[config.mk]
export PLATFORM = sky130hd
export DESIGN_NAME = mac_error_frame_statistics
export DESIGN_NICKNAME = d
export VERILOG_FILES = /design/src/mac_stat_pkg.sv /design/src/mac_error_frame_statistics.sv /design/src/stat_counter.sv
export SDC_FILE = /design/constraint.sdc
export NUM_CORES = 1
export LEC_CHECK = 0
export BUFFER_PORTS_ARGS = -buffer_cell sky130_fd_sc_hd__clkbuf_2
export CORE_MARGIN = 1.5
export CORE_UTILIZATION = 40
export CTS_CLUSTER_SIZE = 40
export DETAILED_ROUTE_END_ITERATION = 8
export PLACE_DENSITY = 0.68
export SETUP_SLACK_MARGIN = 0.2
export SYNTH_ARGS = -nofsm -noshare
export SYNTH_HDL_FRONTEND = slang
export SYNTH_HIERARCHICAL = 1
export SYNTH_SLANG_ARGS = --single-unit
[constraint.sdc]
create_clock -name i_clk_sys -period 6.5 [get_ports i_clk_sys]
set_input_delay 0.325 -clock i_clk_sys [delete_from_list [all_inputs] [get_ports i_clk_sys]]
set_output_delay 0.325 -clock i_clk_sys [all_outputs]
set_load 0.02 [all_outputs]
[src/mac_stat_pkg.sv]
// Shared constants and types for the MAC error and frame statistics counters
package mac_stat_pkg;

  // Register byte offsets inside the I/O window
  localparam logic [7:0]  OFS_GOOD_RX     = 8'h72;
  localparam logic [7:0]  OFS_CARRIER     = 8'h74;
  localparam logic [7:0]  OFS_RX_OVERRUN  = 8'h79;
  localparam logic [7:0]  OFS_XS_COLL     = 8'h7b;

  // Widths and field positions
  localparam int          GOOD_W          = 16;
  localparam int          BYTE_W          = 8;
  localparam int          CARRIER_FLD_MSB = 3;
  localparam int          CARRIER_FLD_W   = 4;

  // Reset values
  localparam logic [15:0] RST_GOOD        = 16'h0000;
  localparam logic [7:0]  RST_BYTE        = 8'h00;

  // Count at which the update flag is raised
  localparam logic [15:0] STAT_THRESHOLD  = 16'h00c0;

  typedef enum {TX_IDLE, TX_PREAMBLE, TX_BODY} tx_phase_t;
  typedef enum {RX_IDLE, RX_FRAME} rx_phase_t;

endpackage

[src/mac_error_frame_statistics.sv]
// Carrier loss, excess collision, overrun loss and good receive frame counters
`timescale 1ns/100ps
module mac_error_frame_statistics import mac_stat_pkg::*; (
  // Clock and reset
  input  wire logic        i_clk_sys,
  input  wire logic        i_rst,
  // Control from the MAC control register
  input  wire logic        i_counter_gather_en,
  // Transmit events
  input  wire logic        i_tx_start,
  input  wire logic        i_tx_sfd_done,
  input  wire logic        i_crs,
  input  wire logic        i_tx_collision,
  input  wire logic        i_tx_end,
  input  wire logic        i_tx_abort_excess_coll,
  // Receive events
  input  wire logic        i_rx_start,
  input  wire logic        i_rx_full_at_start,
  input  wire logic        i_rx_overrun,
  input  wire logic        i_rx_end,
  input  wire logic        i_rx_addr_match,
  input  wire logic        i_rx_too_long,
  input  wire logic        i_rx_fcs_err,
  input  wire logic        i_rx_len_err,
  input  wire logic        i_rx_align_err,
  // Register read port
  input  wire logic        i_reg_rd,
  input  wire logic [7:0]  i_reg_addr,
  output logic [15:0]      o_reg_rd_data,
  output logic             o_reg_rd_valid,
  // Statistics-update flag request
  output logic             o_counter_threshold_irq
);

  ////////////////////////////////////////////////////////////////////////////
  // Transmit frame tracking for carrier loss

  tx_phase_t tx_phase;
  tx_phase_t next_tx_phase;
  logic      carrier_lost;
  logic      next_carrier_lost;
  logic      collided;
  logic      next_collided;
  logic      carrier_evt;

  always_comb begin
    next_tx_phase     = tx_phase;
    next_carrier_lost = carrier_lost;
    next_collided     = collided;
    carrier_evt       = 1'b0;
    unique case (tx_phase)
      TX_IDLE: begin
        if (i_tx_start) begin
          next_tx_phase     = TX_PREAMBLE;
          next_carrier_lost = 1'b0;
          next_collided     = i_tx_collision;
        end
      end
      TX_PREAMBLE: begin
        // Carrier sense is not looked at until the delimiter is out
        next_collided = collided | i_tx_collision;
        if (i_tx_end) begin
          next_tx_phase = TX_IDLE;
        end else if (i_tx_sfd_done) begin
          next_tx_phase = TX_BODY;
        end
      end
      TX_BODY: begin
        next_carrier_lost = carrier_lost | ~i_crs;
        next_collided     = collided | i_tx_collision;
        if (i_tx_end) begin
          next_tx_phase = TX_IDLE;
          // Once per frame, and never for a frame that collided
          carrier_evt   = next_carrier_lost & ~next_collided;
        end
      end
    endcase
  end

  always_ff @(posedge i_clk_sys) begin
    if (i_rst) begin
      tx_phase     <= TX_IDLE;
      carrier_lost <= 1'b0;
      collided     <= 1'b0;
    end else begin
      tx_phase     <= next_tx_phase;
      carrier_lost <= next_carrier_lost;
      collided     <= next_collided;
    end
  end

  ////////////////////////////////////////////////////////////////////////////
  // Receive frame tracking

  rx_phase_t rx_phase;
  rx_phase_t next_rx_phase;
  logic      rx_dropped;
  logic      next_rx_dropped;
  logic      rx_ovr_seen;
  logic      next_rx_ovr_seen;
  logic      ovr_now;
  logic      rx_err_now;
  logic      overrun_evt;
  logic      good_evt;

  always_comb begin
    next_rx_phase    = rx_phase;
    next_rx_dropped  = rx_dropped;
    next_rx_ovr_seen = rx_ovr_seen;
    ovr_now          = rx_ovr_seen | i_rx_overrun;
    rx_err_now       = i_rx_too_long | i_rx_fcs_err | i_rx_len_err | i_rx_align_err;
    overrun_evt      = 1'b0;
    good_evt         = 1'b0;
    unique case (rx_phase)
      RX_IDLE: begin
        if (i_rx_start) begin
          next_rx_phase    = RX_FRAME;
          // A frame refused outright never reaches the host
          next_rx_dropped  = i_rx_full_at_start;
          next_rx_ovr_seen = i_rx_overrun;
        end
      end
      RX_FRAME: begin
        next_rx_ovr_seen = ovr_now;
        if (i_rx_end) begin
          next_rx_phase    = RX_IDLE;
          next_rx_ovr_seen = 1'b0;
          overrun_evt      = i_rx_addr_match & ovr_now & ~rx_dropped;
          good_evt         = ~rx_err_now & ~ovr_now & ~rx_dropped;
        end
      end
    endcase
  end

  always_ff @(posedge i_clk_sys) begin
    if (i_rst) begin
      rx_phase    <= RX_IDLE;
      rx_dropped  <= 1'b0;
      rx_ovr_seen <= 1'b0;
    end else begin
      rx_phase    <= next_rx_phase;
      rx_dropped  <= next_rx_dropped;
      rx_ovr_seen <= next_rx_ovr_seen;
    end
  end

  ////////////////////////////////////////////////////////////////////////////
  // Counters

  logic              inc_carrier;
  logic              inc_xs;
  logic              inc_overrun;
  logic              inc_good;
  logic              rd_carrier;
  logic              rd_xs;
  logic              rd_overrun;
  logic              rd_good;
  logic [BYTE_W-1:0] cnt_carrier;
  logic [BYTE_W-1:0] cnt_xs;
  logic [BYTE_W-1:0] cnt_overrun;
  logic [GOOD_W-1:0] cnt_good;
  logic              hit_carrier;
  logic              hit_xs;
  logic              hit_overrun;
  logic              hit_good;

  // Gathering off freezes all four counters, reads still clear them
  assign inc_carrier = carrier_evt & i_counter_gather_en;
  assign inc_xs      = i_tx_abort_excess_coll & i_counter_gather_en;
  assign inc_overrun = overrun_evt & i_counter_gather_en;
  assign inc_good    = good_evt & i_counter_gather_en;

  assign rd_carrier = i_reg_rd && (i_reg_addr == OFS_CARRIER);
  assign rd_xs      = i_reg_rd && (i_reg_addr == OFS_XS_COLL);
  assign rd_overrun = i_reg_rd && (i_reg_addr == OFS_RX_OVERRUN);
  assign rd_good    = i_reg_rd && (i_reg_addr == OFS_GOOD_RX);

  stat_counter #(.W(BYTE_W), .RST_VAL(RST_BYTE)) u_carrier (
    .i_clk_sys (i_clk_sys),
    .i_rst     (i_rst),
    .i_inc     (inc_carrier),
    .i_clr     (rd_carrier),
    .o_count   (cnt_carrier),
    .o_hit     (hit_carrier)
  );

  stat_counter #(.W(BYTE_W), .RST_VAL(RST_BYTE)) u_xs_coll (
    .i_clk_sys (i_clk_sys),
    .i_rst     (i_rst),
    .i_inc     (inc_xs),
    .i_clr     (rd_xs),
    .o_count   (cnt_xs),
    .o_hit     (hit_xs)
  );

  stat_counter #(.W(BYTE_W), .RST_VAL(RST_BYTE)) u_rx_overrun (
    .i_clk_sys (i_clk_sys),
    .i_rst     (i_rst),
    .i_inc     (inc_overrun),
    .i_clr     (rd_overrun),
    .o_count   (cnt_overrun),
    .o_hit     (hit_overrun)
  );

  stat_counter #(.W(GOOD_W), .RST_VAL(RST_GOOD)) u_good_rx (
    .i_clk_sys (i_clk_sys),
    .i_rst     (i_rst),
    .i_inc     (inc_good),
    .i_clr     (rd_good),
    .o_count   (cnt_good),
    .o_hit     (hit_good)
  );

  // Pulse lands in the cycle the count shows the threshold
  assign o_counter_threshold_irq = hit_carrier | hit_xs | hit_overrun | hit_good;

  ////////////////////////////////////////////////////////////////////////////
  // Register read data

  logic [15:0] rd_data;
  logic [15:0] next_rd_data;
  logic        rd_valid;

  always_comb begin
    next_rd_data = rd_data;
    if (i_reg_rd) begin
      unique case (i_reg_addr)
        // Upper nibble is reserved and reads as zero
        OFS_CARRIER:    next_rd_data = {12'h000, cnt_carrier[CARRIER_FLD_MSB:0]};
        OFS_XS_COLL:    next_rd_data = {8'h00, cnt_xs};
        OFS_RX_OVERRUN: next_rd_data = {8'h00, cnt_overrun};
        OFS_GOOD_RX:    next_rd_data = cnt_good;
        default:        next_rd_data = 16'h0000;
      endcase
    end
  end

  always_ff @(posedge i_clk_sys) begin
    if (i_rst) begin
      rd_data  <= 16'h0000;
      rd_valid <= 1'b0;
    end else begin
      rd_data  <= next_rd_data;
      rd_valid <= i_reg_rd;
    end
  end

  assign o_reg_rd_data  = rd_data;
  assign o_reg_rd_valid = rd_valid;
endmodule

[src/stat_counter.sv]
// One clear-on-read statistics counter with threshold detection
`timescale 1ns/100ps
module stat_counter import mac_stat_pkg::*; #(
  parameter int         W       = 8,
  parameter logic [W-1:0] RST_VAL = '0
) (
  // Clock and reset
  input  wire logic         i_clk_sys,
  input  wire logic         i_rst,
  // Event and host read
  input  wire logic         i_inc,
  input  wire logic         i_clr,
  // State
  output logic [W-1:0]      o_count,
  output logic              o_hit
);

  logic [W-1:0] count;
  logic [W-1:0] next_count;
  logic         hit;
  logic         next_hit;

  always_comb begin
    next_count = count;
    next_hit   = 1'b0;
    if (i_clr) begin
      // An event in the read cycle survives as a count of one
      next_count = i_inc ? W'(1) : '0;
    end else if (i_inc) begin
      next_count = count + W'(1);
      next_hit   = ((count + W'(1)) == STAT_THRESHOLD[W-1:0]);
    end
  end

  always_ff @(posedge i_clk_sys) begin
    if (i_rst) begin
      count <= RST_VAL;
      hit   <= 1'b0;
    end else begin
      count <= next_count;
      hit   <= next_hit;
    end
  end

  assign o_count = count;
  assign o_hit   = hit;

endmodule
* After elaboration in Yosys (flattened, before gate mapping)
Cells that the tools add are included.
** Storage, ports and cells
- Register bits :: 129
- Input port bits :: 27
- Output and inout bits :: 18
- Logic and storage cells :: 117
** Operators by class
- Add/sub/neg operators :: 4
- Equality and inequality tests :: 16
- Mux-type cells :: 34
- Bitwise gates (word level) :: 27
- Reduce and logical (&&, ||, !) cells :: 20
** Operator list (number)
- $mux 32 :: 6
- $pmux 32 s3 :: 1
- $eq 32x1->1 const B :: 2
- $logic_not 32->1 :: 2
- $pmux 16 s4 :: 1
- $pmux 32 s2 :: 1
- $mux 8 :: 6
- $eq 32x2->1 const B :: 1
- $eq 8x7->1 const B :: 4
- $mux 16 :: 2
- $add 8x1->8 const B :: 3
- $eq 8x8->1 const B :: 3
- $add 16x1->16 const B :: 1
- $eq 16x8->1 const B :: 1
- $mux 1 :: 14
- $reduce_or 3->1 :: 4
- $reduce_bool 2->1 :: 5
- $and 1x1->1 :: 9
- $not 1->1 :: 9
- $or 1x1->1 :: 9
- $ne 2x2->1 const B :: 4
- $pmux 1 s2 :: 3
- $reduce_and 2->1 :: 3
- $logic_and 1x1->1 :: 4
- 3 further kinds :: 3

* Logic depth before layout (Yosys ltp)
- Depth after elaboration :: 11
- Mapped depth :: 8
- Mapped depth without buffers :: 8

* By module
The synthesis kept the hierarchy.
** Modules (own cells, without submodules)
- stat_counter (u_carrier ...) :: times used 3, cells an instance 51, area an instance 440.4 um2, seq. area each 180.2 um2
- mac_error_frame_statistics :: times used 1, cells an instance 139, area an instance 1272.5 um2, seq. area each 480.5 um2
- stat_counter (u_good_rx) :: times used 1, cells an instance 127, area an instance 1024.7 um2, seq. area each 340.3 um2

* Worst setup path after synthesis
No wires, ideal clock.
- Kind :: input to register
- Start :: input i_reg_addr[1]
- End :: register u_good_rx.hit, in the netlist u_good_rx/o_hit
- Library setup time :: 0.103 ns
- Arrival :: 2.165 ns
- Data required time :: 6.397 ns
- Path slack :: 4.232 ns
- Cell stages on the path :: 8
- Buffers on the path :: 2
- Path through :: buf_6 nor3b_4 nor4b_4 or2_1 buf_6 or4_1 a211o_1 a2111oi_2
** On the way
- Word-level cells in the longest chain between the ends :: 3
** Ends and longest elaborated chain
- start, declared :: RTL line mac_error_frame_statistics.sv:28 : input wire logic [7:0] i_reg_addr,
- $eq 8x7->1 :: RTL line mac_error_frame_statistics.sv:176 : assign rd_good = i_reg_rd && (i_reg_addr == OFS_GOOD_RX);
- $logic_and 1x1->1 :: RTL line mac_error_frame_statistics.sv:176
- via rd_good :: RTL line mac_error_frame_statistics.sv:157 : logic rd_good;
- $reduce_or 3->1 (no line)
- end signal, assigned :: RTL line stat_counter.sv:41 : hit <= next_hit;
- end, declared :: RTL line stat_counter.sv:20 : logic hit;
The timed path passes the listed nets, and every way through them passes these cells.
A chain may end at the register's enable or synchronous reset.

* Worst setup path after layout
- Start :: register u_good_rx.count[1], in the netlist u_good_rx/o_count[1]
- End :: register u_good_rx.hit, in the netlist u_good_rx/o_hit
** On the way
- Word-level cells in the longest chain between the ends :: 2
** Ends and longest elaborated chain
- start, declared :: RTL line stat_counter.sv:18 : logic [W-1:0] count;
- start signal, assigned :: RTL line stat_counter.sv:40 : count <= next_count;
- $add 16x1->16 :: RTL line stat_counter.sv:31 : next_hit = ((count + W'(1)) == STAT_THRESHOLD[W-1:0]);
- $eq 16x8->1 :: RTL line stat_counter.sv:31
Every way passes these cells.

==> results summary <==
The critical path goes through ha_1, nand4_1, nor4_1, and3b_1, o21bai_1, a2111oi_2. The cell area after placement came out at 0.00386 mm2. The number of placed I/O pins is 45. The top fanout value on the critical path is 10. The min-delay analysis places its worst path in the category input pin to flip-flop. The flow ran to the end, and the final reports show no timing, DRC or antenna violations. The global routing usage summed across all routing layers is 17.3%.

Of the synthesized area, sequential elements account for 37.6%. The met3 wire length is 388 um. The number of warnings printed during yosys synthesis came out at 6. The max capacitance violation total came out at 0. The leading cell type in the layout, fill and taps excluded is sky130_fd_sc_hd__nor2_1.

The fraction of registers with async set/reset is 0%. The via count is 3,061. When the netlist entered floorplanning its net count stood at 454. In this run the mean area of a mapped cell was 8.64 um2. The number of antenna diodes in the final layout is 0. Input and output buffers added on the ports amount to 44. The proportion of netlist area held by the largest area contributor came out at 37.6%.

Ranked by total cell area, the synthesized netlist is headed by sky130_fd_sc_hd__dfxtp_1, sky130_fd_sc_hd__nor2_1, sky130_fd_sc_hd__xor2_1, sky130_fd_sc_hd__xnor2_1, sky130_fd_sc_hd__a22oi_1. The maximum root-to-sink buffer count came out at 2. The insertion delay to the later sink of the worst-skew pair is 0.34 ns. The depth of the worst hold-timing path came out at 3. The cell at the slowest stage of the critical path is sky130_fd_sc_hd__dfxtp_1.

The synthesized design spends more area on one cell type than any other, namely sky130_fd_sc_hd__dfxtp_1. The worst setup path is captured at a flip-flop. The die width came out at 98.1 um.

The required time at the endpoint of the critical path is 6.73 ns. The most critical setup path has its startpoint at u_good_rx/o_count[1]$_SDFFE_PP0P_. Synthesis handed over a netlist of 419 instances.

The area enclosed by the die boundary is 0.00963 mm2. For this block, the initial DRC count from the detailed router was 222. The depth of the CTS H-tree is 3. The final setup TNS is 0 ns.

The critical path ends at u_good_rx/o_hit$_SDFF_PP0_. The largest vdd supply drop came out at 132 uV. The routed length on met1 is 4.01 mm. The synthesized design contains 68 register bits. The worst hold-check slack came out at 0.225 ns.

The endpoint identified for the worst register-to-register timing path is u_good_rx/o_hit$_SDFF_PP0_. The final routed wirelength across all metal layers came out at 8.25 mm. Of the available clock period, the critical path in the final layout requires 36.3%. The fill cell total of the finished layout is 864.

The routed length per instance is 14.6 um. The share of the core filled with cells in the final layout is 46.7%. Setup slack closes at 4.14 ns. The placed wire-length estimate is 6.00 mm. The setup violation total in the final timing report came out at 0. The most used flip-flop cell after synthesis is sky130_fd_sc_hd__dfxtp_1. The post-CTS setup repair buffer count is 0.

The clock drives 68 sinks. The count of endpoints failing hold in the final timing report was 0. The initial core utilization is 41.3%. The number of antenna violations at the first check in global routing is 0. The startpoint identified for the worst hold timing path is i_rx_full_at_start. In this run the static leakage power is 1.55 nW. Setup repair after global routing left no endpoint under its margin. Static timing analysis puts the maximum clock frequency at 423 MHz.

The clock input transition at the sequential cells of the worst setup and hold paths is 0.07 ns. The clock buffer count from CTS is 9. The post-synthesis instance area came out at 0.00362 mm2. The total overflow left after global routing is 0. The pin count of the biggest net entering global routing came out at 30.

The number of distinct library cell variants in the gate-level netlist after synthesis came out at 56. The area of the core region is 0.00876 mm2. The number of enable flip-flop cells after synthesis is 0.

The power density normalized to cell area is 215 mW/mm2. The final net count came out at 488. The worst clock skew is 0.00816 ns. The area of all placed cells without fillers is 0.00409 mm2. The post-cts hold buffer count came out at 0.

Signal routing reaches up to met4. The worst register-to-register path begins at u_good_rx/o_count[1]$_SDFFE_PP0P_. The type of the worst setup path is flip-flop to flip-flop. The remaining number of nets flagged by the antenna check after routing came out at 0.

The transition time at the pin with the least slew margin came out at 0.785 ns. The worst-case headroom to the max-slew limit came out at 47.0%. The routed length on met2 came out at 3.77 mm. The worst reg-to-reg path cell count is 6. The share of post-route cells with drive strength above 1 came out at 17.7%. The CTS root buffer is sky130_fd_sc_hd__clkbuf_8. The number of rows in the core area is 34. The wire length of the first global-routing pass is 13.5 mm. The arrival time at the worst endpoint is 2.59 ns. For this run, design rule violations remaining after detail routing come to 0.

After layout, the minimum clock period comes to 2.36 ns. The setup slack after placement is 3.85 ns. The setup slack of the worst register-to-register path is 4.14 ns. TritonCTS built the clock tree. The via count of the first global-routing pass was 2,838. The final estimated routing congestion in global placement is 0.891. STA classifies the critical path startpoint as a flip-flop. On the worst path, the slowest cell contributes a delay of 0.52 ns. After clock tree synthesis, the repair step resized 0 gates. The library cells used most frequently in the layout, excluding fill and tap cells, are sky130_fd_sc_hd__nor2_1, sky130_fd_sc_hd__dfxtp_1, sky130_fd_sc_hd__clkbuf_2, sky130_fd_sc_hd__xor2_1, sky130_fd_sc_hd__nand2_1. The vias per cell is 5.41. The final max-slew violation count is 0. The height of the die came out at 98.1 um. The area added between synthesis and finish came out at 13.1%. The number of search-and-repair iterations in the first detailed-routing pass came out at 5.
-- how the worst min path moves through the flow --
stage                                              to  slack, ns
finish                        rx_dropped$_SDFFE_PP0P_       0.22
global route                    collided$_SDFFE_PP0P_       0.22
CTS                           rx_dropped$_SDFFE_PP0P_       0.21
detailed placement              collided$_SDFFE_PP0P_       0.47
global placement                collided$_SDFFE_PP0P_       0.47
floorplan           u_carrier/o_count[0]$_SDFFE_PP0P_       0.40
-- cells by family (layout without fill, tap and decap cells) --
group	count (synthesis)	count (layout)	share of synthesized area (%)
AND/OR/NAND/NOR	196	196	29.3
AO/OA/AOI/OAI	68	68	13.4
flip-flops	68	68	37.6
XOR/XNOR	41	41	9.92
buffers and inverters	28	67	4.22
multiplexers	10	10	2.77
adder cells (fa/ha/maj)	8	8	2.77
-- critical path: cells and delay by family, from the launching register on --
kind,cells,cell delay (ns)
simple gates,3,0.91
fa+ha+maj,1,0.43
flops,1,0.52
compound gates,2,0.39
-- registers in the layout, indices dropped and copies added, names as in the netlist --
register / cells
rx_dropped: 1
collided: 1
rx_phase: 1
u_xs_coll/o_hit: 1
u_rx_overrun/o_count: 8
tx_phase: 2
rx_ovr_seen: 1
u_good_rx/o_count: 16
carrier_lost: 1
u_rx_overrun/o_hit: 1
u_carrier/o_count: 8
u_carrier/o_hit: 1
u_xs_coll/o_count: 8
o_reg_rd_valid: 1
o_reg_rd_data: 16
u_good_rx/o_hit: 1
-- metrics by stage --
stage,total power [mW],cells
3_5_place_dp,0.489,550
5_1_grt,0.920,566
6_report,0.880,566
4_1_cts,0.890,566
3_3_place_gp,0.486,550
2_1_floorplan,0.471,419
-- per-layer routing --
layer / global-route usage, % / vias to the layer above
li1: - / 1556
met4: 4.73 / 0
met2: 28.1 / 76
met1: 22.5 / 1422
met5: 0 / -
met3: 5.15 / 7
-- layout make-up --
class                           instances  area (um2)  area share (%)
Inverter                                6        22.5           0.550
Clock inverter                          4        70.1            1.71
Tap cell                              108         135            3.30
Timing Repair Buffer                   45         228            5.56
Sequential cell                        68        1360            33.3
Multi-Input combinational cell        323        2110            51.6
Clock buffer                           12         165            4.04
-- cells in the mapped netlist (all sizes together) (11+ instances only) --
cell type  count
dfxtp         68
nand4         21
o21ai         12
xor2          27
a22oi         16
nand3         13
xnor2         14
buf           16
nand2         25
a21oi         11
nor2          72
-- power breakdown --
| part | leakage [nW] | internal, mW | switching, mW |
|---|---|---|---|
| Sequential | 0.549 | 0.422 | 0.00399 |
| Combinational | 0.876 | 0.0223 | 0.0310 |
| Clock | 0.122 | 0.246 | 0.155 |
No activity file was read; power rests on OpenSTA's default activity.
